[src/logic/supervisor_pkg.sv]
// Purpose: shared constants and types of the battery state supervisor logic
// Assumes: 200 MHz clock; all intervals are built from one 1 ms tick
// Notes: debounce, manual reset and power-on reset keep the 1 : 8 : 32 ratio
package supervisor_pkg;

  localparam int CLK_PERIOD_PS = 5000;
  localparam int TICK_PERIOD_MS = 1;
  // 1e9 ps per ms stays below 2**31
  localparam int TICK_CYCLES = TICK_PERIOD_MS * 1000000000 / CLK_PERIOD_PS;

  localparam int DEBOUNCE_MS = 25;
  localparam int MR_RATIO = 8;
  localparam int POR_RATIO = 32;
  localparam int MR_MS = DEBOUNCE_MS * MR_RATIO;
  localparam int POR_MS = DEBOUNCE_MS * POR_RATIO;

  localparam int CNT_W = 10;
  localparam logic [CNT_W-1:0] DEB_TICKS = CNT_W'(DEBOUNCE_MS / TICK_PERIOD_MS);
  localparam logic [CNT_W-1:0] MR_TICKS = CNT_W'(MR_MS / TICK_PERIOD_MS);
  localparam logic [CNT_W-1:0] POR_TICKS = CNT_W'(POR_MS / TICK_PERIOD_MS);
  localparam logic [CNT_W-1:0] CNT_MAX = 10'h3FF;

  // comparator results: 1 means the sensed level is above the reference
  typedef struct packed {
    logic battery_ok;
    logic low_battery;
    logic dead_battery;
  } sense_t;

  typedef enum logic [2:0] {
    ST_WAIT_OK = 3'h0,
    ST_POR = 3'h1,
    ST_RUN = 3'h2,
    ST_MR_DEBOUNCE = 3'h3,
    ST_MR_PULSE = 3'h4,
    ST_DEAD = 3'h5
  } sup_state_t;

endpackage

[src/logic/tick_divider.sv]
// Purpose: common timebase, one-cycle tick every TICK_CYCLES clocks
// Assumes: TICK_CYCLES is at least 2
// Notes: every supervisor interval counts these ticks
`timescale 1ns/1ps
`default_nettype none
module tick_divider #(
  parameter int TICK_CYCLES = 200000
) (
  input wire logic clk_in,
  input wire logic rst_n_in,
  output logic tick_out
);
  localparam int W = $clog2(TICK_CYCLES);
  localparam logic [W-1:0] LAST = W'(TICK_CYCLES - 1);

  logic [W-1:0] cnt;

  always_ff @(posedge clk_in or negedge rst_n_in) begin
    if (!rst_n_in) begin
      cnt <= '0;
      tick_out <= 1'b0;
    end else if (cnt == LAST) begin
      cnt <= '0;
      tick_out <= 1'b1;
    end else begin
      cnt <= cnt + 1'b1;
      tick_out <= 1'b0;
    end
  end
endmodule
`default_nettype wire

[src/logic/battery_state_supervisor_logic.sv]
// Purpose: sequencing logic of a battery supervisor driving three open-drain flags
// Assumes: comparator results arrive asynchronously, 1 = above reference
// Notes: open-drain pins are driven low while the matching _oe_out is high
//
// Summary of operation
// - fresh battery: hold system reset low at least 700 ms before release
// - low battery alert follows the low battery comparator, never latched
// - dead battery asserts reset and power-off flag, latched until new reset cycle
// - battery-ok rising starts reset cycle: reset 700 ms min, power-off flag cleared
// - battery-ok pulled low is debounced, then reset asserted 175 ms minimum
// - all three outputs are active-low open-drain, driven only when asserted
// - debounce is one 32nd of power-on and one 8th of manual pulse
// - manual pulse 175 to 300 ms, debounce 22 to 38 ms
`timescale 1ns/1ps
`default_nettype none
module battery_state_supervisor_logic import supervisor_pkg::*; #(
  parameter int TICK_CYCLES_P = TICK_CYCLES
) (
  input wire logic mclk_in,
  input wire logic arst_n_in,
  input wire logic battery_ok_sense_manual_reset_in,
  input wire logic low_battery_sense_in,
  input wire logic dead_battery_sense_in,
  output logic sys_reset_n_out,
  output logic sys_reset_oe_out,
  output logic low_battery_alert_n_out,
  output logic low_battery_alert_oe_out,
  output logic power_off_flag_n_out,
  output logic power_off_flag_oe_out
);

  ////////////////////////////////////////////////////////////////////////////////
  logic [1:0] rst_pipe;
  logic rst_n;
  sense_t sense_meta;
  sense_t sense_sync;
  logic ok_prev;
  logic tick;
  sup_state_t state;
  sup_state_t next_state;
  logic [CNT_W-1:0] tick_count;
  logic power_off_latch;
  logic pin_low;
  logic ok_rise;
  logic dead_low;

  function automatic logic span_done(input logic [CNT_W-1:0] cnt,
                                     input logic [CNT_W-1:0] limit,
                                     input logic tk);
    return (cnt >= limit) || (tk && (cnt == limit - 10'h001));
  endfunction

  always_ff @(posedge mclk_in or negedge arst_n_in) begin
    if (!arst_n_in) begin
      rst_pipe <= 2'h0;
    end else begin
      rst_pipe <= {rst_pipe[0], 1'b1};
    end
  end
  assign rst_n = rst_pipe[1];

  // only sense_sync is read; sense_meta is the metastability stage
  always_ff @(posedge mclk_in or negedge rst_n) begin
    if (!rst_n) begin
      // low and dead start above reference: no false alert or latch after reset
      // battery-ok starts low, so a battery already present reads as a fresh rise
      sense_meta <= 3'h3;
      sense_sync <= 3'h3;
      ok_prev <= 1'b0;
    end else begin
      sense_meta <= {battery_ok_sense_manual_reset_in, low_battery_sense_in,
                     dead_battery_sense_in};
      sense_sync <= sense_meta;
      ok_prev <= sense_sync.battery_ok;
    end
  end

  assign ok_rise = sense_sync.battery_ok && !ok_prev;
  assign dead_low = !sense_sync.dead_battery;

  // one timebase for all three intervals
  tick_divider #(.TICK_CYCLES(TICK_CYCLES_P)) u_tick (
    .clk_in(mclk_in),
    .rst_n_in(rst_n),
    .tick_out(tick)
  );

  ////////////////////////////////////////////////////////////////////////////////
  always_comb begin
    next_state = state;
    case (state)
      ST_WAIT_OK: begin
        if (ok_rise) next_state = ST_POR;
      end
      ST_POR: begin
        if (dead_low) next_state = ST_DEAD;
        else if (span_done(tick_count, POR_TICKS, tick)) next_state = ST_RUN;
      end
      ST_RUN: begin
        if (dead_low) next_state = ST_DEAD;
        else if (!sense_sync.battery_ok) next_state = ST_MR_DEBOUNCE;
      end
      ST_MR_DEBOUNCE: begin
        if (dead_low) next_state = ST_DEAD;
        else if (sense_sync.battery_ok) next_state = ST_RUN;
        else if (span_done(tick_count, DEB_TICKS, tick)) next_state = ST_MR_PULSE;
      end
      ST_MR_PULSE: begin
        // a switch still held keeps reset asserted past the minimum
        if (dead_low) next_state = ST_DEAD;
        else if (span_done(tick_count, MR_TICKS, tick) && sense_sync.battery_ok) begin
          next_state = ST_RUN;
        end
      end
      ST_DEAD: begin
        // only a fresh rise of battery-ok, i.e. a replaced battery, leaves here
        if (ok_rise) next_state = ST_POR;
      end
      default: next_state = ST_WAIT_OK;
    endcase
  end

  always_ff @(posedge mclk_in or negedge rst_n) begin
    if (!rst_n) begin
      state <= ST_WAIT_OK;
    end else begin
      state <= next_state;
    end
  end

  // interval counter restarts on every state change and saturates
  always_ff @(posedge mclk_in or negedge rst_n) begin
    if (!rst_n) begin
      tick_count <= 10'h000;
    end else if (next_state != state) begin
      tick_count <= 10'h000;
    end else if (tick && tick_count != CNT_MAX) begin
      tick_count <= tick_count + 10'h001;
    end
  end

  // a dead battery seen in the clearing cycle still wins
  always_ff @(posedge mclk_in or negedge rst_n) begin
    if (!rst_n) begin
      power_off_latch <= 1'b0;
    end else if (dead_low) begin
      power_off_latch <= 1'b1;
    end else if (next_state == ST_POR && state != ST_POR) begin
      power_off_latch <= 1'b0;
    end
  end

  ////////////////////////////////////////////////////////////////////////////////
  always_ff @(posedge mclk_in or negedge rst_n) begin
    if (!rst_n) begin
      sys_reset_oe_out <= 1'b1;
    end else begin
      sys_reset_oe_out <= !(next_state == ST_RUN || next_state == ST_MR_DEBOUNCE);
    end
  end

  always_ff @(posedge mclk_in or negedge rst_n) begin
    if (!rst_n) begin
      low_battery_alert_oe_out <= 1'b0;
      power_off_flag_oe_out <= 1'b0;
    end else begin
      low_battery_alert_oe_out <= !sense_sync.low_battery;
      power_off_flag_oe_out <= dead_low || power_off_latch;
    end
  end

  // pins only ever pull low; release is a floating pin
  always_ff @(posedge mclk_in or negedge rst_n) begin
    if (!rst_n) begin
      pin_low <= 1'b0;
    end else begin
      pin_low <= 1'b0;
    end
  end
  assign sys_reset_n_out = pin_low;
  assign low_battery_alert_n_out = pin_low;
  assign power_off_flag_n_out = pin_low;

  ////////////////////////////////////////////////////////////////////////////////
  logic [CNT_W:0] hold_ticks;

  always_ff @(posedge mclk_in or negedge rst_n) begin
    if (!rst_n) begin
      hold_ticks <= 11'h000;
    end else if (next_state != state && (next_state == ST_POR || next_state == ST_MR_PULSE)) begin
      hold_ticks <= 11'h000;
    end else if (tick && hold_ticks != 11'h7FF) begin
      hold_ticks <= hold_ticks + 11'h001;
    end
  end

  a_por_width: assert property (@(posedge mclk_in) disable iff (!rst_n)
    ($fell(sys_reset_oe_out) && $past(state) == ST_POR) |-> hold_ticks >= POR_TICKS)
    else $error("reset released before power-on interval");

  a_alert_follow: assert property (@(posedge mclk_in) disable iff (!rst_n)
    low_battery_alert_oe_out == !$past(sense_sync.low_battery))
    else $error("alert did not follow comparator");

  a_dead_latch: assert property (@(posedge mclk_in) disable iff (!rst_n)
    dead_low |-> ##1 (power_off_flag_oe_out && sys_reset_oe_out))
    else $error("dead battery did not assert reset and flag");

  a_flag_clear: assert property (@(posedge mclk_in) disable iff (!rst_n)
    $fell(power_off_flag_oe_out) |-> $past(state) == ST_POR)
    else $error("power-off flag cleared outside a new reset cycle");

  a_mr_width: assert property (@(posedge mclk_in) disable iff (!rst_n)
    ($fell(sys_reset_oe_out) && $past(state) == ST_MR_PULSE) |-> hold_ticks >= MR_TICKS)
    else $error("manual reset pulse too short");

  a_pins_low: assert property (@(posedge mclk_in) disable iff (!rst_n)
    !sys_reset_n_out && !low_battery_alert_n_out && !power_off_flag_n_out)
    else $error("open-drain pin driven high");

  a_ratio_fixed: assert property (@(posedge mclk_in) disable iff (!rst_n)
    POR_TICKS == 10'(32 * DEB_TICKS) && MR_TICKS == 10'(8 * DEB_TICKS))
    else $error("interval ratio broken");

  a_debounce_len: assert property (@(posedge mclk_in) disable iff (!rst_n)
    (state == ST_MR_PULSE && $past(state) == ST_MR_DEBOUNCE)
      |-> ($past(tick) && $past(tick_count) == DEB_TICKS - 10'h001))
    else $error("manual reset accepted before debounce");

  a_bounce_abort: assert property (@(posedge mclk_in) disable iff (!rst_n)
    (state == ST_MR_DEBOUNCE && sense_sync.battery_ok && !dead_low) |-> ##1 state == ST_RUN)
    else $error("bounce not rejected");

  a_timing_range: assert property (@(posedge mclk_in) disable iff (!rst_n)
    MR_MS >= 175 && MR_MS <= 300 && DEBOUNCE_MS >= 22 && DEBOUNCE_MS <= 38)
    else $error("interval outside allowed range");

  c_por_done: cover property (@(posedge mclk_in) disable iff (!rst_n)
    state == ST_POR ##1 state == ST_RUN);
  c_mr_done: cover property (@(posedge mclk_in) disable iff (!rst_n)
    state == ST_MR_PULSE ##1 state == ST_RUN);
  c_dead: cover property (@(posedge mclk_in) disable iff (!rst_n)
    state == ST_RUN ##1 state == ST_DEAD);
  c_bounce: cover property (@(posedge mclk_in) disable iff (!rst_n)
    state == ST_MR_DEBOUNCE ##1 state == ST_RUN);

endmodule
`default_nettype wire

[config.mk]
export PLATFORM = sky130hd
export DESIGN_NAME = battery_state_supervisor_logic
export DESIGN_NICKNAME = d
export VERILOG_FILES = /design/src/logic/supervisor_pkg.sv /design/src/logic/tick_divider.sv /design/src/logic/battery_state_supervisor_logic.sv
export SDC_FILE = /design/constraint.sdc
export NUM_CORES = 1
export LEC_CHECK = 0
export BUFFER_PORTS_ARGS = -buffer_cell sky130_fd_sc_hd__buf_2
export CAP_MARGIN = 20
export CORE_ASPECT_RATIO = 1.75
export CORE_MARGIN = 2
export CORE_UTILIZATION = 55
export DETAILED_ROUTE_END_ITERATION = 6
export GPL_TIMING_DRIVEN = 1
export PLACE_DENSITY = 0.87
export SYNTH_ARGS = -nofsm -noshare
export SYNTH_HDL_FRONTEND = slang
export SYNTH_SLANG_ARGS = --single-unit
[constraint.sdc]
create_clock -name mclk_in -period 1.65 [get_ports mclk_in]
set_clock_uncertainty 0.2 [all_clocks]
set_input_delay 0.0825 -clock mclk_in [delete_from_list [all_inputs] [get_ports mclk_in]]
set_output_delay 0.0825 -clock mclk_in [all_outputs]
set_load 0.05 [all_outputs]
After elaboration in Yosys (flattened, before gate mapping)
Cells that the tools add are included.
{ "op_classes": {"addsub": 2, "n_lt_le_gt_ge": 3, "eq_ne": 16, "n_mux": 17, "n_reduce_logical": 19} }
{ "op_table": {"columns": ["cell", "n"], "rows": [
  ["3-bit 2-to-1 mux", 10],
  ["10-bit 2-to-1 mux", 2],
  ["18-bit by 1-bit adder with 18-bit output (second input constant)", 1],
  ["18-bit equality test (second input constant)", 1],
  ["18-bit 2-to-1 mux", 1],
  ["3-bit case mux with 5 select lines", 1],
  ["3-bit by 2-bit equality test with 1-bit output (second input constant)", 4],
  ["10-bit by 1-bit adder with 10-bit output (second input constant)", 1],
  ["10-bit equality test (second input constant)", 1],
  ["10-bit by 5-bit equality test with 1-bit output (second input constant)", 1],
  ["10-bit by 8-bit equality test with 1-bit output (second input constant)", 1],
  ["10-bit >= comparator (second input constant)", 1],
  ["10-bit by 5-bit >= comparator with 1-bit output (second input constant)", 1],
  ["10-bit by 8-bit >= comparator with 1-bit output (second input constant)", 1],
  ["10-bit != test (second input constant)", 1],
  ["1-bit logical AND", 7],
  ["3-bit by 1-bit equality test with 1-bit output (second input constant)", 2],
  ["3-bit equality test (second input constant)", 2],
  ["1-bit logical OR", 5],
  ["1-bit zero test", 4],
  ["3-bit zero test", 1],
  ["1-bit 2-to-1 mux", 3],
  ["3-bit by 1-bit != test with 1-bit output (second input constant)", 1],
  ["3-bit != test", 1],
  ["3 further kinds", 3]
]} }
{ "totals": {"reg_bits": 45, "in_bits": 5, "output_inout_bits": 6, "word_cells": 73} }

Logic depth before layout (Yosys ltp)
Gate-level depths: netlist of the first run.
{ "logic_depth": {"word_depth": 11, "mapped_depth": 7, "depth_no_buf": 7} }

Modules after synthesis
Synthesis of the first run repeated with hierarchy kept, for this count alone.
{ "unflattened": {"hier_cells": 226, "area_unflattened_um2": 2257.2} }
{ "modules_own_cells": {"columns": ["mod", "n_inst", "cells_each", "area_each_um2", "seq_area_each_um2"], "rows": [
  ["battery_state_supervisor_logic", 1, 140, 1360.1, 656.9],
  ["tick_divider", 1, 86, 897.1, 475.5]
]} }

Worst setup path before layout of the first run
No wires, ideal clock.
{ "synth_timing": {"kind": "reg-to-reg", "from": "register tick_count[0]", "to": "register tick_count[0]", "setup_time_ps": 143, "t_arrival_ps": 1597, "t_required_ps": 1307, "path_slack_ps": -291, "stages_incl_launch_ff": 8, "path_buffers": 0, "synth_period_minus_slack_ps": 1941, "path_cell_list": "dfrtp_1 > inv_1 > ha_1 > nand2_1 > a41oi_4 > o31ai_4 > a211oi_4 > nor4_1"} }
{ "synth_between": {"elab_chain_len": 9, "word_cells_on_any_way": 28, "cone_classes": "add/sub (1); order compare (3); eq/ne (5); mux (10); reduce/logical (9)"} }
{ "synth_rtl": {"columns": ["item", "line", "text"], "rows": [
  ["start: declaration", "battery_state_supervisor_logic.sv:41", "logic [CNT_W-1:0] tick_count;"],
  ["start signal: assignment", "battery_state_supervisor_logic.sv:138", "tick_count <= tick_count + 10'h001;"],
  ["branches (longest 9 deep; another with 10-bit by 5-bit >= comparator with 1-bit output)", null, null]
]} }
Parallel ways; which one is timed is not known. The select of a mux whose other input is x is not followed.
A chain may end at the register's enable or synchronous reset.

Final worst setup path of the first run
{ "layout_timing": {"from": "register tick_count[1]", "to": "register tick_count[1]"} }
Same word-level chain as after synthesis.

==> flow_summary.ini, run 1 <==
[status]
status = complete, but fails checks
violations = setup timing

[drt]
routed_wl_mm = 6.23
dr.pass1.iters = 4
wl_per_cell_microns = 18.0
drtAntennaViolNets = 0
drc_errors = 0
drt-initial-drc-count = 52
vias = 1961
vias_per_cell = 5.67

[worst_setup_path]
ff2ff_path_depth = 8
end_kind = flop
r2r_slack_ns = -0.39
cp-start-kind = flop
max_stage_delay_ns = 0.44
cp_cell_sequence = inv_2, ha_4, inv_2, a41oi_4, o31ai_4, a211oi_4, buf_12, nor4_2
r2r_start = tick_count[1]
crit_arrival_ns = 2.03
cp_common_cell = inv_2
r2r-end = tick_count[1]
critPathMaxFanout = 10
crit_type = reg2reg
cp.required_ns = 1.64
critPathSlowestCell = dfrtp_1
critPathBufInv = 3
path_delay_family = compound AO/OA/AOI/OAI gates

[synth]
synth_area_leaders = dfrtp_1 (42%), dfstp_2 (5.6%), xnor2_1 (5.2%)
synth-seq-area-share = 0.480
ys_types = 54
synth_area_sq_um = 2360
synth-edff-count = 0
syn_avg_cell_area_sq_um = 10.6
yosys_warnings = 0
ys_ff_latch = 45
syn_inst = 223
yosysTopAreaCell = dfrtp_1
yosysTopAreaCellShare = 0.424
ys.flop_type = dfrtp_1
ys_async_sr_fraction = 1.00

[min_path]
hold_class = reg2async

[grt]
antenna_found_initial = 0
first_global_vias = 2099
grt.total_usage = 0.272
grt_max_degree = 44
overflow = 0
grt_pass1_wl_mm = 9.49

[placed_design]
io_buffers = 7
dp.cells = 324
gp_congestion = 0.879
hpwl_mm = 3.90
place_area_sq_um = 2890

[sta]
hold_viol = 0
tns_ns = -5.83
rsz0062_at_grt = true
setup_violations = 27
fin_crit_ns = 2.04
setup_ws_ns = -0.390
fin_crit_sh = 1.24
hold_ws_ns = 0.0235
fmax_ghz = 0.490
drv_slew = 0

[pwr]
clkPwrFrac = 0.275
peakVddDrop_v = 0.000876
internal_power_w = 0.00175
p_sw_w = 0.000831
p_comb_frac = 0.260
p_per_area_nw_per_um2 = 774
p_seq_frac = 0.464
swShare = 0.322
power.leakage_nw = 1.43

[clock_network]
numCtsBuffers = 5
insertion_delay_ns = 0.31
cts_tree = done
htree_levels = 2
cts.sinks = 45
root_buffer = clkbuf_8
clk_path_buf_depth = 2
clk_pin_slew_worst_paths_ns = 0.09

[die]
dieWidth_microns = 53.5
ios = 11
fp.dieH_microns = 90.7
placementRows = 31
design.core.area_sq_um = 4110
start_util = 0.574
die-area_sq_um = 4850

[finish]
nNetsFinal = 306
layoutNonFillerInstCount = 346
syn2layout_area_growth_pct = 41.5
design_area_sq_um = 3340
fillers = 230
drive_gt1_frac = 0.478
diodes = 0
utilization = 0.812

[job]
max_cap_viol_count = 0
[metrics by stage]
| step | power, W | setup slack (ns) |
|---|---|---|
| final | 0.00258 | -0.390 |
| after global routing | 0.00271 | -0.474 |
| after CTS | 0.00256 | -0.337 |
| after detailed placement | 0.00179 | -0.394 |
| after global placement | 0.00176 | -0.302 |
| after floorplan | 0.00156 | -0.219 |
[power by group through the flow]
stage | clock [W] | sequential, W | combinational (W)
2_1_floorplan | 0 | 0.00123 | 0.000325
3_3_place_gp | 0 | 0.00121 | 0.000545
3_5_place_dp | 0 | 0.00122 | 0.000567
4_1_cts | 0.000713 | 0.00120 | 0.000648
5_1_grt | 0.000781 | 0.00121 | 0.000721
6_report | 0.000712 | 0.00120 | 0.000673
[state kept, by name (all words and copies together), names as in the netlist]
signal	flops
sense_sync	3
u_tick.cnt	18
sense_meta	3
low_battery_alert_oe_out	1
power_off_flag_oe_out	1
power_off_latch	1
u_tick.tick_out	1
tick_count	10
rst_pipe	2
sys_reset_oe_out	1
ok_prev	1
state	3
[cell usage after synthesis (all sizes together) (2+ instances only)]
cell type,n
nand2,17
o21ai,5
nor4,12
nor3b,2
nand2b,5
a21oi,5
nor4b,2
nand3,9
and3,3
nand4,7
xor2,10
conb,2
nand3b,2
ha,5
dfstp,5
inv,12
a211oi,2
nor2b,2
nor2,23
xnor2,14
o31ai,2
dfrtp,40
nor3,9
a41oi,2
buf,8
[worst max path at each step]
stage / startpoint / endpoint / depth (start not counted)
3_3_place_gp: sense_sync[0] / tick_count[9] / 5
5_1_grt: tick_count[1] / tick_count[0] / 8
2_1_floorplan: tick_count[0] / tick_count[4] / 6
3_5_place_dp: tick_count[0] / tick_count[0] / 6
6_report: tick_count[1] / tick_count[1] / 8
4_1_cts: tick_count[0] / tick_count[0] / 7
[worst reg2reg max path, stage by stage, from the launching register on]
cell and delay [ns]:
dfrtp_1 0.44, inv_2 0.14, ha_4 0.14, inv_2 0.04, a41oi_4 0.34, o31ai_4 0.13, a211oi_4 0.26, buf_12 0.19
nor4_2 0.05
[kinds of logic after synthesis]
| logic type | synth area share |
|---|---|
| AND/OR/NAND/NOR | 0.239 |
| flip-flops | 0.480 |
| AO/OA/AOI/OAI | 0.115 |
| XOR/XNOR | 0.0891 |
| buffers and inverters | 0.0435 |
| adder cells (fa/ha/maj) | 0.0265 |
| other | 0.00318 |
| multiplexers | 0.00424 |
[per-layer routing]
metal | vias to the layer above | wire length [microns] | track usage
met2 | 45 | 3660 | 0.489
met3 | 18 | 170 | 0.0414
met1 | 976 | 2180 | 0.278
met4 | 0 | 216 | 0.152
li1 | 922 | - | -
met5 | - | 0 | 0
[layout by cell type, fill, tap and decap left out, drive strengths merged, types with 3 or more instances in the layout]
| cell type | n |
|---|---|
| nand2 | 17 |
| nor3 | 9 |
| inv | 13 |
| dfstp | 5 |
| o21ai | 5 |
| nand3 | 9 |
| nor4 | 12 |
| nand2b | 5 |
| nand4 | 7 |
| xnor2 | 14 |
| xor2 | 10 |
| and3 | 3 |
| clkbuf | 5 |
| dfrtp | 40 |
| conb | 4 |
| ha | 5 |
| dlygate4sd3 | 5 |
| nor2 | 23 |
| a21oi | 5 |
| buf | 67 |
[repair_timing]
item / 4_1_cts / 5_1_grt
endpoints found under the setup margin: 26 / 30
setup buffers: 7 / 4
cloned: 0 / 0
hold buffers: 5 / 0
endpoints found under the hold margin: 5 / 0
gates resized for setup: 21 / 26
pin swaps: 9 / 13
[cell type report]
cell class	count	area, sq um	share of cell area
sequential	45	1140	0.340
inverter	12	45.0	0.0135
clock inverter	3	25.0	0.00749
multi-input combinational	160	1400	0.419
timing repair buffer	72	606	0.181
clock buffer	5	68.8	0.0206
tap	49	61.3	0.0184
Note: power is estimated with default switching activity, not from simulation.
==> run 2: changes to the inputs <==
- SETUP_SLACK_MARGIN: default -> 0.15
==> run 2 against run 1 <==
  * The flow still finishes with violations (setup timing)
  * Flip-flop and latch count unchanged
  * Critical path depth unchanged
  * Count of clock-buffer cells in the layout is 1 higher
  * Worst hold slack improved by 0.040 ns
  * Cell count rose by 1.7%
  * Clock power up 23%
  * Critical path type unchanged
==> flow_summary.ini, run 2 (same netlist as run 1, synthesis figures left out) <==
[status]
status = complete, but fails checks
violations = setup timing

[placed_design]
gp_congestion = 0.884
dp.cells = 321
hpwl_mm = 3.88
io_buffers = 7

[finish]
nNetsFinal = 312
final_common_cell = buf_4
diodes = 0
layoutNonFillerInstCount = 352
drive_gt1_frac = 0.492
fillers = 224
top_regs = u_tick.cnt: 18 flops, tick_count: 10 flops
largest_register = u_tick.cnt
largest_reg_flops = 18
syn2layout_area_growth_pct = 47.1
layout_common_cells = buf_4 (51), dfrtp_1 (38), xnor2_1 (13), nand2_1 (12), nor2_1 (11)

[sta]
fin_crit_sh = 1.36
rsz0062_at_grt = true
hold_viol = 0
hold_ws_ns = 0.0634
fin_crit_ns = 2.25
setup_ws_ns = -0.602
fmax_ghz = 0.444
drv_slew = 0
setup_violations = 27

[worst_setup_path]
max_stage_delay_ns = 0.47
critPathMaxFanout = 7
critPathSlowestCell = dfrtp_2
cp.required_ns = 1.66
crit_type = reg2reg
end_kind = flop
crit_end = tick_count[5]
crit_arrival_ns = 2.27
ff2ff_path_depth = 8
r2r-end = tick_count[5]
cp-startpoint = tick_count[0]
cp-start-kind = flop
cp_common_cell = buf_12
r2r_start = tick_count[0]
r2r_slack_ns = -0.60
cp_cell_sequence = ha_2, inv_2, a41oi_4, o31ai_4, a211oi_4, buf_12, buf_12, nor4_4

[grt]
grt_max_degree = 34
first_global_vias = 2227
antenna_found_initial = 0
grt_pass1_wl_mm = 10.2
overflow = 0
grt.total_usage = 0.297

[die]
dieWidth_microns = 53.5
fp.dieH_microns = 90.7
start_util = 0.574
design.core.area_sq_um = 4110
die-area_sq_um = 4850
placementRows = 31
ios = 11

[min_path]
hold_class = reg2async

[drt]
drtAntennaViolNets = 0
drc_errors = 0
vias_per_cell = 5.94
routed_wl_mm = 6.84
vias = 2091
dr.pass1.iters = 4
wl_per_cell_microns = 19.4
drt-initial-drc-count = 91

[pwr]
clkPwrFrac = 0.307
p_comb_frac = 0.276
swShare = 0.296
p_seq_frac = 0.417
peakVddDrop_v = 0.000731
p_sw_w = 0.000845
internal_power_w = 0.00202
power.leakage_nw = 1.46
p_per_area_nw_per_um2 = 824

[clock_network]
cts.sinks = 45
insertion_delay_ns = 0.31
numCtsBuffers = 5
clk_pin_slew_worst_paths_ns = 0.08
root_buffer = clkbuf_8
htree_levels = 2
clk_path_buf_depth = 2
cts_tree = done

[job]
max_cap_viol_count = 0
[run 2: cell count changes in the layout (fill, tap and decap cells not counted), sizes merged]
cell and change:
dlygate4sd3 +1, clkinv -1, inv -1, clkbuf +1, buf +5, bufinv +1
[run 2: layer usage]
layer / vias to the layer above / GRT usage / routed length, microns
li1: 933 / - / -
met1: 1042 / 0.303 / 2310
met2: 79 / 0.517 / 3840
met3: 37 / 0.0497 / 239
met4: 0 / 0.194 / 453
met5: - / 0 / 0
[run 2: power groups by stage]
| stage | sequential [W] | combinational [W] | clock [W] |
|---|---|---|---|
| detailed placement | 0.00121 | 0.000542 | 0 |
| finish | 0.00119 | 0.000790 | 0.000879 |
| global route | 0.00119 | 0.000826 | 0.000938 |
| global placement | 0.00120 | 0.000527 | 0 |
| CTS | 0.00118 | 0.000599 | 0.000890 |
| floorplan | 0.00123 | 0.000324 | 0 |
[run 2: final cells by class]
type,instances,area [sq um],share of cell area
multi-input combinational,160,1430,0.412
clock inverter,2,37.5,0.0108
timing repair buffer,78,679,0.196
inverter,12,47.5,0.0137
tap,49,61.3,0.0177
clock buffer,6,82.6,0.0238
sequential,45,1130,0.327
[run 2: what timing repair did]
action | in CTS | in global routing
setup buffers | 7 | 10
endpoints found under the setup margin | 30 | 34
hold buffers | 6 | 0
resized for setup | 17 | 42
pin swaps | 5 | 14
hold endpoints to repair | 15 | 0
[run 2: how the worst min path moves through the flow]
stage                           start                        to  slack (ns)  cells past startpoint
after floorplan             arst_n_in               rst_pipe[0]       -0.41                      0
after global placement      arst_n_in               rst_pipe[0]       -0.33                      1
after detailed placement    arst_n_in               rst_pipe[0]       -0.33                      1
after CTS                 rst_pipe[1]  low_battery_alert_oe_out        0.06                      1
after global routing      rst_pipe[1]  low_battery_alert_oe_out        0.08                      1
final                     rst_pipe[1]  low_battery_alert_oe_out        0.06                      1
[run 2: metrics by stage]
step           instance area (sq um)  setup TNS, ns  power (W)   util  setup WS, ns
2_1_floorplan                   2440          -2.31    0.00156      -        -0.219
3_3_place_gp                    2870          -3.76    0.00173  0.698        -0.294
3_5_place_dp                    2870          -5.37    0.00175  0.698        -0.436
4_1_cts                         3190          -4.94    0.00267  0.775        -0.385
5_1_grt                         3470          -9.40    0.00296  0.844        -0.654
6_report                        3470          -7.82    0.00286  0.844        -0.602
[run 2: worst max-delay path: cells and delay by family (launching register included)]
family / cells / cell delay, ns
AO/OA/AOI/OAI: 3 / 0.66
adder cells (fa/ha/maj): 1 / 0.21
buffers and inverters: 3 / 0.35
flip-flops: 1 / 0.47
AND/OR/NAND/NOR: 1 / 0.27
